## src/aie_regs.svh

```systemverilog
`ifndef AIE_REGS_SVH
`define AIE_REGS_SVH

// Register byte offsets on the APB bus.
`define AIE_OFF_INSTR 8'h00
`define AIE_OFF_WORK 8'h04
`define AIE_OFF_STAT 8'h08
`define AIE_OFF_FADDR 8'h0C
`define AIE_OFF_FDATA 8'h10
`define AIE_OFF_PC 8'h14
`define AIE_OFF_DIR 8'h18
`define AIE_OFF_PIN 8'h1C
`define AIE_OFF_CFG 8'h20

// Status register field positions.
`define AIE_STAT_C 0
`define AIE_STAT_DC 1
`define AIE_STAT_Z 2
`define AIE_STAT_BUSY 3

// Opcode patterns.
`define AIE_OP_ADD_WORK 6'h07
`define AIE_OP_AND_FILE 6'h05
`define AIE_OP_AND_LIT 4'hE
`define AIE_OP_BRANCH 3'h5
`define AIE_OP_DIR_LOAD 9'h000

// Special file addresses.
`define AIE_F_TMR 5'h01
`define AIE_F_PCL 5'h02
`define AIE_F_PORT_LO 3'h5

// Reset values.
`define AIE_DIR_RST 8'hFF

// Oscillator periods per instruction cycle, and the last phase count.
`define AIE_OSC_PER_CYC 4
`define AIE_PHASE_LAST 2'h3

`endif

```

## src/aie_pkg.sv

```systemverilog
package aie_pkg;

  typedef enum logic [1:0] {
    AIE_IDLE = 2'b00,
    AIE_EXEC = 2'b01,
    AIE_FLUSH = 2'b11
  } aie_state_t;

  typedef struct packed {
    aie_state_t st;
    logic [11:0] ir;
    logic [7:0] w;
    logic c;
    logic dc;
    logic z;
    logic [8:0] pc;
    logic [31:0][7:0] file;
    logic [2:0][7:0] dir;
    logic [4:0] faddr;
    logic presc_asg;
    logic presc_clr;
    logic pready;
    logic pslverr;
    logic [31:0] prdata;
  } aie_core_t;

  typedef struct packed {
    logic [7:0] res;
    logic c;
    logic dc;
    logic z;
  } aie_alu_t;

  typedef struct packed {
    logic [1:0] cnt;
  } aie_div_t;

  typedef struct packed {
    logic [23:0] out;
    logic [23:0] oe_n;
  } aie_pins_t;

endpackage

```

## src/aie_alu.sv

```systemverilog
`timescale 1ns/1ns
`include "aie_regs.svh"
module aie_alu import aie_pkg::*; (
  input wire logic [7:0] a,
  input wire logic [7:0] b,
  input wire logic add,
  output aie_alu_t y
);
  logic [4:0] lo;
  logic [8:0] sum;

  always_comb begin
    lo = {1'b0, a[3:0]} + {1'b0, b[3:0]};
    sum = {1'b0, a} + {1'b0, b};
    y.res = add ? sum[7:0] : (a & b);
    y.c = sum[8];
    y.dc = lo[4];
    y.z = (y.res == 8'h00);
  end
endmodule

```

## src/aie_osc_div.sv

```systemverilog
`timescale 1ns/1ns
`include "aie_regs.svh"
module aie_osc_div import aie_pkg::*; (
  input wire logic pclk,
  input wire logic presetn,
  input wire logic run,
  output logic tick
);
  aie_div_t q;
  aie_div_t n;

  // Counts the oscillator periods of one instruction cycle while busy.
  always_comb begin
    n = q;
    if (!run) begin
      n.cnt = 2'h0;
    end else begin
      n.cnt = q.cnt + 2'h1;
    end
  end

  always_ff @(posedge pclk or negedge presetn) begin
    if (!presetn) begin
      q <= '0;
    end else begin
      q <= n;
    end
  end

  assign tick = run && (q.cnt == `AIE_PHASE_LAST);
endmodule

```

## src/aie_core.sv

```systemverilog
// Overview of operation
// - Instructions writing the program counter clear its ninth bit, except branches.
// - Read-modify-write of an I/O port takes the pin levels as operand.
// - Direction load with file 5, 6 or 7 copies work into that port's direction latch.
// - A direction latch one turns the pin driver off.
// - File op on the timer with destination one clears an assigned prescaler.
// - Opcode 0001 11df ffff adds work and file, updating all three flags.
// - Destination bit zero puts the result in work, file left alone.
// - Destination bit one writes the result back to the file register.
// - Opcode 0001 01df ffff ANDs work with file, updating only Z.
// - Opcode 1110 kkkk kkkk ANDs work with literal into work, updating Z.
// - One cycle is four periods; program counter changes take two cycles.
//
// Added by the designer: the APB interface to the registers and the address map.
`timescale 1ns/1ns
`include "aie_regs.svh"
module aie_core import aie_pkg::*; (
  input wire logic pclk,
  input wire logic presetn,
  input wire logic psel,
  input wire logic penable,
  input wire logic pwrite,
  input wire logic [7:0] paddr,
  input wire logic [31:0] pwdata,
  output logic [31:0] prdata,
  output logic pready,
  output logic pslverr,
  input wire logic [23:0] pin_in,
  output aie_pins_t pins,
  output logic presc_clr
);
  aie_core_t q;
  aie_core_t n;
  aie_alu_t y;
  logic tick;
  logic exe;
  logic [4:0] f;
  logic dbit;
  logic is_add;
  logic is_and_work_with_file;
  logic is_and_literal_with_work;
  logic is_br;
  logic is_dirld;
  logic is_fop;
  logic fwr;
  logic pc_wr;
  logic two;
  logic [7:0] opnd;
  logic [1:0] dir_idx;

  // Port registers read the pins, the low program counter reads itself.
  function automatic logic [7:0] rd_f(input logic [4:0] a);
    logic [7:0] v;
    v = q.file[a];
    if (a == `AIE_F_PCL) begin
      v = q.pc[7:0];
    end else if (a[4:3] == 2'b00 && a[2:0] >= `AIE_F_PORT_LO) begin
      v = pin_in[8 * (a[1:0] - 2'b01) +: 8];
    end
    return v;
  endfunction

  aie_osc_div u_div (
    .pclk(pclk),
    .presetn(presetn),
    .run(q.st != AIE_IDLE),
    .tick(tick)
  );

  assign f = q.ir[4:0];
  assign dbit = q.ir[5];
  assign is_add = (q.ir[11:6] == `AIE_OP_ADD_WORK);
  assign is_and_work_with_file = (q.ir[11:6] == `AIE_OP_AND_FILE);
  assign is_and_literal_with_work = (q.ir[11:8] == `AIE_OP_AND_LIT);
  assign is_br = (q.ir[11:9] == `AIE_OP_BRANCH);
  assign is_dirld = (q.ir[11:3] == `AIE_OP_DIR_LOAD) &&
                    (q.ir[2:0] >= `AIE_F_PORT_LO);
  assign dir_idx = 2'(q.ir[2:0] - `AIE_F_PORT_LO);
  assign is_fop = is_add || is_and_work_with_file;
  assign fwr = is_fop && dbit;
  assign pc_wr = fwr && (f == `AIE_F_PCL);
  assign two = is_br || pc_wr;
  assign opnd = is_and_literal_with_work ? q.ir[7:0] : rd_f(f);
  assign exe = (q.st == AIE_EXEC) && tick;

  aie_alu u_alu (
    .a(q.w),
    .b(opnd),
    .add(is_add),
    .y(y)
  );

  always_comb begin
    n = q;
    n.pready = 1'b0;
    n.pslverr = 1'b0;
    n.presc_clr = 1'b0;
    unique case (q.st)
      AIE_IDLE: begin
      end
      AIE_EXEC: begin
        if (exe) begin
          n.pc = q.pc + 9'h001;
          if (is_fop || is_and_literal_with_work) begin
            n.z = y.z;
            if (is_add) begin
              n.c = y.c;
              n.dc = y.dc;
            end
            if (fwr) begin
              if (f == `AIE_F_PCL) begin
                n.pc = {1'b0, y.res};
              end else begin
                n.file[f] = y.res;
              end
            end else begin
              n.w = y.res;
            end
          end
          if (fwr && f == `AIE_F_TMR && q.presc_asg) begin
            n.presc_clr = 1'b1;
          end
          if (is_br) begin
            n.pc = q.ir[8:0];
          end
          if (is_dirld) begin
            n.dir[dir_idx] = q.w;
          end
          n.st = two ? AIE_FLUSH : AIE_IDLE;
        end
      end
      AIE_FLUSH: begin
        if (tick) begin
          n.st = AIE_IDLE;
        end
      end
    endcase
    // Writes stall with pready low while an instruction is running.
    if (psel && penable && !q.pready &&
        !(pwrite && q.st != AIE_IDLE)) begin
      n.pready = 1'b1;
      n.prdata = 32'h0000_0000;
      unique case (paddr)
        `AIE_OFF_INSTR: begin
          n.prdata = {20'h0_0000, q.ir};
          if (pwrite) begin
            n.ir = pwdata[11:0];
            n.st = AIE_EXEC;
          end
        end
        `AIE_OFF_WORK: begin
          n.prdata = {24'h00_0000, q.w};
          if (pwrite) begin
            n.w = pwdata[7:0];
          end
        end
        `AIE_OFF_STAT: begin
          n.prdata = {28'h000_0000, q.st != AIE_IDLE, q.z, q.dc, q.c};
          if (pwrite) begin
            n.c = pwdata[`AIE_STAT_C];
            n.dc = pwdata[`AIE_STAT_DC];
            n.z = pwdata[`AIE_STAT_Z];
          end
        end
        `AIE_OFF_FADDR: begin
          n.prdata = {27'h000_0000, q.faddr};
          if (pwrite) begin
            n.faddr = pwdata[4:0];
          end
        end
        `AIE_OFF_FDATA: begin
          n.prdata = {24'h00_0000, rd_f(q.faddr)};
          if (pwrite) begin
            if (q.faddr == `AIE_F_PCL) begin
              n.pc = {1'b0, pwdata[7:0]};
            end else begin
              n.file[q.faddr] = pwdata[7:0];
            end
          end
        end
        `AIE_OFF_PC: begin
          n.prdata = {23'h00_0000, q.pc};
          if (pwrite) begin
            n.pc = pwdata[8:0];
          end
        end
        `AIE_OFF_DIR: begin
          n.prdata = {8'h00, q.dir};
          if (pwrite) begin
            n.dir = pwdata[23:0];
          end
        end
        `AIE_OFF_PIN: begin
          n.prdata = {8'h00, pin_in};
        end
        `AIE_OFF_CFG: begin
          n.prdata = {31'h0000_0000, q.presc_asg};
          if (pwrite) begin
            n.presc_asg = pwdata[0];
          end
        end
        default: begin
          n.pslverr = 1'b1;
        end
      endcase
    end
  end

  always_ff @(posedge pclk or negedge presetn) begin
    if (!presetn) begin
      q <= '0;
      q.dir <= {3{`AIE_DIR_RST}};
    end else begin
      q <= n;
    end
  end

  assign prdata = q.prdata;
  assign pready = q.pready;
  assign pslverr = q.pslverr;
  assign presc_clr = q.presc_clr;

  genvar gi;
  for (gi = 0; gi < 3; gi++) begin : g_port
    assign pins.out[8 * gi +: 8] = q.file[5 + gi];
    assign pins.oe_n[8 * gi +: 8] = q.dir[gi];
  end
endmodule

```

## config.mk

```make
export PLATFORM = sky130hd
export DESIGN_NAME = aie_core
export DESIGN_NICKNAME = d
export VERILOG_FILES = /design/src/aie_pkg.sv /design/src/aie_alu.sv /design/src/aie_osc_div.sv /design/src/aie_core.sv
export VERILOG_INCLUDE_DIRS = /design/src
export SDC_FILE = /design/constraint.sdc
export NUM_CORES = 1
export LEC_CHECK = 0
export BUFFER_PORTS_ARGS = -buffer_cell sky130_fd_sc_hd__buf_4
export CORE_MARGIN = 2
export CORE_UTILIZATION = 40
export DETAILED_ROUTE_END_ITERATION = 7
export GPL_ROUTABILITY_DRIVEN = 0
export PLACE_DENSITY = 0.69
export SLEW_MARGIN = 20
export SYNTH_ARGS = -nofsm -noshare
export SYNTH_HDL_FRONTEND = slang
export SYNTH_SLANG_ARGS = --single-unit
```

## constraint.sdc

```tcl
create_clock -name pclk -period 14.6 [get_ports pclk]
set_input_delay 0 -clock pclk [delete_from_list [all_inputs] [get_ports pclk]]
set_output_delay 0 -clock pclk [all_outputs]
set_load 0.005 [all_outputs]
```

-- Word-level counts from Yosys, hierarchy flattened
Cells that the tools add are included.
- output and inout bits: 83
- register bits: 357
- input bits: 69
- muxes and demuxes: 59
- equal/unequal tests: 18
- shifts and indexed selects: 2
- reductions and logical operators: 31
- bitwise gates (word level): 1
- $add $sub $neg: 7
- $lt $le $gt $ge: 8
- operators with widths (cell ; number):
    256-bit 2-to-1 mux ; 3
    300-bit 2-to-1 mux ; 2
    265-bit 2-to-1 mux ; 2
    256-bit bitwise mux ; 2
    320-bit 2-to-1 mux ; 1
    276-bit 2-to-1 mux ; 1
    24-bit case mux with 9 select lines ; 1
    8-bit 2-to-1 mux ; 14
    8-bit binary-select mux with 5-bit select ; 2
    8-bit demux with 5-bit select ; 2
    24-bit 2-to-1 mux ; 3
    24-bit by 33-bit variable part select with 8-bit output ; 2
    9-bit 2-to-1 mux ; 4
    34-bit 2-to-1 mux ; 1
    8-bit by 5-bit equality test with 1-bit output, second input constant ; 4
    14-bit 2-to-1 mux ; 2
    24-bit bitwise mux ; 1
    9-bit case mux with 2 select lines ; 1
    8-bit demux with 2-bit select ; 1
    8-bit by 4-bit equality test with 1-bit output, second input constant ; 2
    1-bit logical AND ; 16
    8-bit logical NOT ; 2
    6-bit by 3-bit equality test with 1-bit output, second input constant ; 2
    5-bit by 6-bit < comparator with 1-bit output, second input constant ; 2
    other kinds (31) ; 53

-- Logic depth before layout (Yosys ltp)
- depth in word-level cells: 19
- mapped depth: 22
- mapped depth without buffers: 16

-- Modules after synthesis
Synthesis repeated with hierarchy kept, for this count alone.
- cell total of the unflattened synthesis: 2428
- area, all modules: 23084.6 um^2
- modules (own cells, without submodules) (module ; cells an instance ; seq. area each (um^2) ; area an instance (um^2) ; times used):
    aie_core ; 2352 ; 8713.4 ; 22462.8 ; 1
    aie_alu ; 70 ; 0.0 ; 533.0 ; 1
    aie_osc_div ; 6 ; 50.0 ; 88.8 ; 1

-- Worst setup path after synthesis
No wires, ideal clock.
- path type: register -> register
- from: register q (netlist bit f[0])
- to: register q (netlist bit pins[29])
- cell stages (with the launch flop): 22
- arrival time: 4.954 ns
- data required time: 14.517 ns
- library setup time: 0.083 ns
- slack: 9.564 ns
- cell sequence: dfrtp_1 -> buf_2 -> buf_2 -> buf_4 -> inv_1 -> clkbuf_1 -> ha_1 -> buf_1 -> nor2b_1 -> a21oi_1 -> o21ai_0 -> nand2_1 -> o21ai_0 -> ha_1 -> a211oi_1 -> o21bai_1 -> a2111oi_0 -> a221o_1 -> buf_2 -> clkbuf_1 -> mux2i_1 -> o21ai_0
- RTL lines (item ; RTL line ; source):
    start, declared ; aie_core.sv:32 ; aie_core_t q;
    start signal, assigned ; aie_core.sv:214 ; q <= n;

==> out/qor.txt <==
status: completed
Synth cell types: 81
Seq/Total Area, Yosys: 37.5%
max-cap violations: 0
fin area: 0.0258 mm²
DRC: 0
metal3 WL: 8540 µm
final hold violations: 0
commonest cells after routing, fill and taps aside: nand2_1, o21ai_0, dfrtp_1
clk_lat worst skew: 0.59 ns
placed cells: 3103
count of nets after finishing: 2526
Pwr per Cell Area: 83.6 mW/mm²
DR vias/cell: 6.28
Ys Warns: 0
largest net degree at the start of global routing: 174
GRT overflow: 0
Avg Cell Area, Syn: 9.44 µm²
ys flop type: dfrtp_1
post-synthesis cell area: 0.0233 mm²
initial antenna violation count: 1
initial drt markers: 2641
Slew Limit Fails: 0
EDFF count, synth: 0
routed via count: 20200
post-DP HPWL: 53300 µm
Tot Pwr: 2.16 mW
Placement Cell Area: 0.0240 mm²
Final Skew: 0.0399 ns
setup TNS: 0 ns
Max FO, Critical Path: 37
Die Ht: 246 µm
die area: 0.0603 mm²
first-pass GRT wire length: 122000 µm
Met1 Routed Length: 30000 µm
I/O Pins: 152
Async SR Flop Fraction: 100%
Min Hold Slack: 0.0150 ns
chip width: 246 µm
first drt pass iteration count: 7
Worst-Margin Slew: 1.15 ns
Worst-path clk slew: 0.06 ns
Max Used Layer: met5
CTS Root Cell: clkbuf_16
Clock Sinks: 349
cell row count: 88
WL/cell: 25.0 µm
CTS max path bufs: 3
register area: 0.00878 mm²
leak pwr: 9.87 nW
Critical Path RT: 15.09 ns
final setup vio count: 0
fmax: 149 MHz
number of I/O port buffers: 135
commonest non-fill, non-tap cell in the layout: nand2_1
Finished Layout Cells: 3225
number of fill cells: 5349
metal2 WL: 36400 µm
Yosys reg bits: 349
final wirelength: 80500 µm
clock buffer count from CTS: 41
vias in the first global route: 19600
area of the multi-input gates: 0.0129 mm²
layout cells sized above 1: 17.8%
Slew HR: 22.8%
starting density of the core: 40.5%
core area: 0.0577 mm²
CTS Hold Bufs: 52
CP Capture Type: flop
CTS tree: done
area grow syn2layout: 10.6%
Setup Fix Bufs, Post-CTS: 0
unrepaired setup endpoints after global routing: false
WP data arrival: 7.20 ns
Total GRT Usage: 26.3%
Peak supply drop: 105 µV
Post-CTS Resized: 0
Routed Antenna Nets: 0
WS Path Type: flop to flop
Post-Syn Instances: 2474
minimum clock period: 6.71 ns
H-tree levels: 2
crit start category: flop
HP Class: primary input to async pin
crit share post-route: 46.0%
-- state kept, by name, indices dropped and copies added (netlist names) --
signal and count:
q 266, pins 48, prdata 24, f 5
u_div.q 2, dbit 1, pready 1, presc_clr 1
pslverr 1
-- stage by stage --
step	setup slack [ns]	utilization [%]
global route	7.56	44.8
finish	7.89	44.8
CTS	7.96	44.7
floorplan	9.56	-
global placement	8.08	41.5
detailed placement	8.03	41.6
-- final timing paths --
check	from	to	slack, ns	cells past startpoint
setup reg to reg	f[0]$_DFFE_PN0P_	q[69]$_DFF_PN0_	7.89	16
max in group asynchronous	presetn	q[37]$_DFFE_PN0P_	12.78	3
hold reg to reg	q[85]$_DFF_PN0_	q[85]$_DFF_PN0_	0.40	0
setup / recovery	f[0]$_DFFE_PN0P_	q[69]$_DFF_PN0_	7.89	16
min in group pclk	pin_in[3]	prdata[3]$_DFFE_PN0P_	0.07	6
hold / removal	presetn	prdata[18]$_DFFE_PN0P_	0.02	2
-- kinds of logic (layout without fill, tap and decap cells) --
| logic type | count (synthesis) | count (layout) | synth area share [%] |
|---|---|---|---|
| AOI/OAI and AO/OA | 615 | 615 | 15.0 |
| xor gates and xnor gates | 8 | 8 | 0.300 |
| adders and majority gates | 23 | 23 | 1.26 |
| buffers and inverters | 322 | 300 | 7.40 |
| DFF | 349 | 349 | 37.5 |
| muxes | 411 | 411 | 23.6 |
| other | 1 | 9 | 0.0161 |
| and+or+nand+nor | 745 | 745 | 14.8 |
-- worst max-delay path: stages, from the launching register on --
cell and delay [ns]:
dfrtp_4 0.46, buf_4 0.59, buf_4 0.71, mux4_2 0.58, mux2_2 0.34, a221oi_1 0.25, o21ai_0 0.25, a31o_2 0.32
ha_1 0.27, fa_1 0.45, a21o_1 0.18, a21oi_1 0.34, xor2_1 0.14, o21ai_2 0.77, buf_4 0.41, mux2i_1 0.14
o21ai_0 0.24
-- report_power, final --
| group | total [mW] | leakage, nW | switching [mW] | internal [mW] |
|---|---|---|---|---|
| sequential | 0.982 | 4.74 | 0.00832 | 0.974 |
| combinational | 0.139 | 4.48 | 0.0910 | 0.0479 |
| clock | 1.04 | 0.649 | 0.435 | 0.602 |
| total | 2.16 | 9.87 | 0.534 | 1.62 |
-- synth_stat cells, drive strengths merged (6+ instances only) --
cell type	number	area (µm²)
o211ai	7	57.6
nand2b	9	58.8
dfrtp	325	8130
nand3	28	190
inv	17	63.8
nand4	14	87.6
dfstp	24	631
buf	205	1290
o31ai	20	150
nor2b	8	50.1
o22ai	9	56.3
a22oi	16	120
o2111ai	6	52.6
mux2	31	349
a221oi	9	78.8
mux4	109	2450
nor4	16	265
mux2i	271	2710
nor3	29	171
nand2	457	1720
a31oi	15	93.8
nand3b	6	45.0
a22o	8	70.1
ha	22	275
o21ai	433	2170
a21oi	37	185
nor2	130	507
or3	11	68.8
a211oi	8	60.1
clkbuf	99	372
-- layout make-up --
type	instances	share of cell area, %
Sequential cell	349	34.0
Inverter	18	0.262
Timing Repair Buffer	214	6.83
Multi-Input combinational cell	1810	50.1
Antenna cell	1	0.00969
Clock inverter	18	0.862
Clock buffer	50	4.22
Tap cell	765	3.71
-- per-layer routing --
metal | vias up | track usage [%]
met5 | - | 0
met4 | 2 | 15.6
met3 | 334 | 5.64
met2 | 1352 | 41.1
met1 | 9804 | 33.5
li1 | 8747 | -
Note: power is estimated with default switching activity, not from simulation.
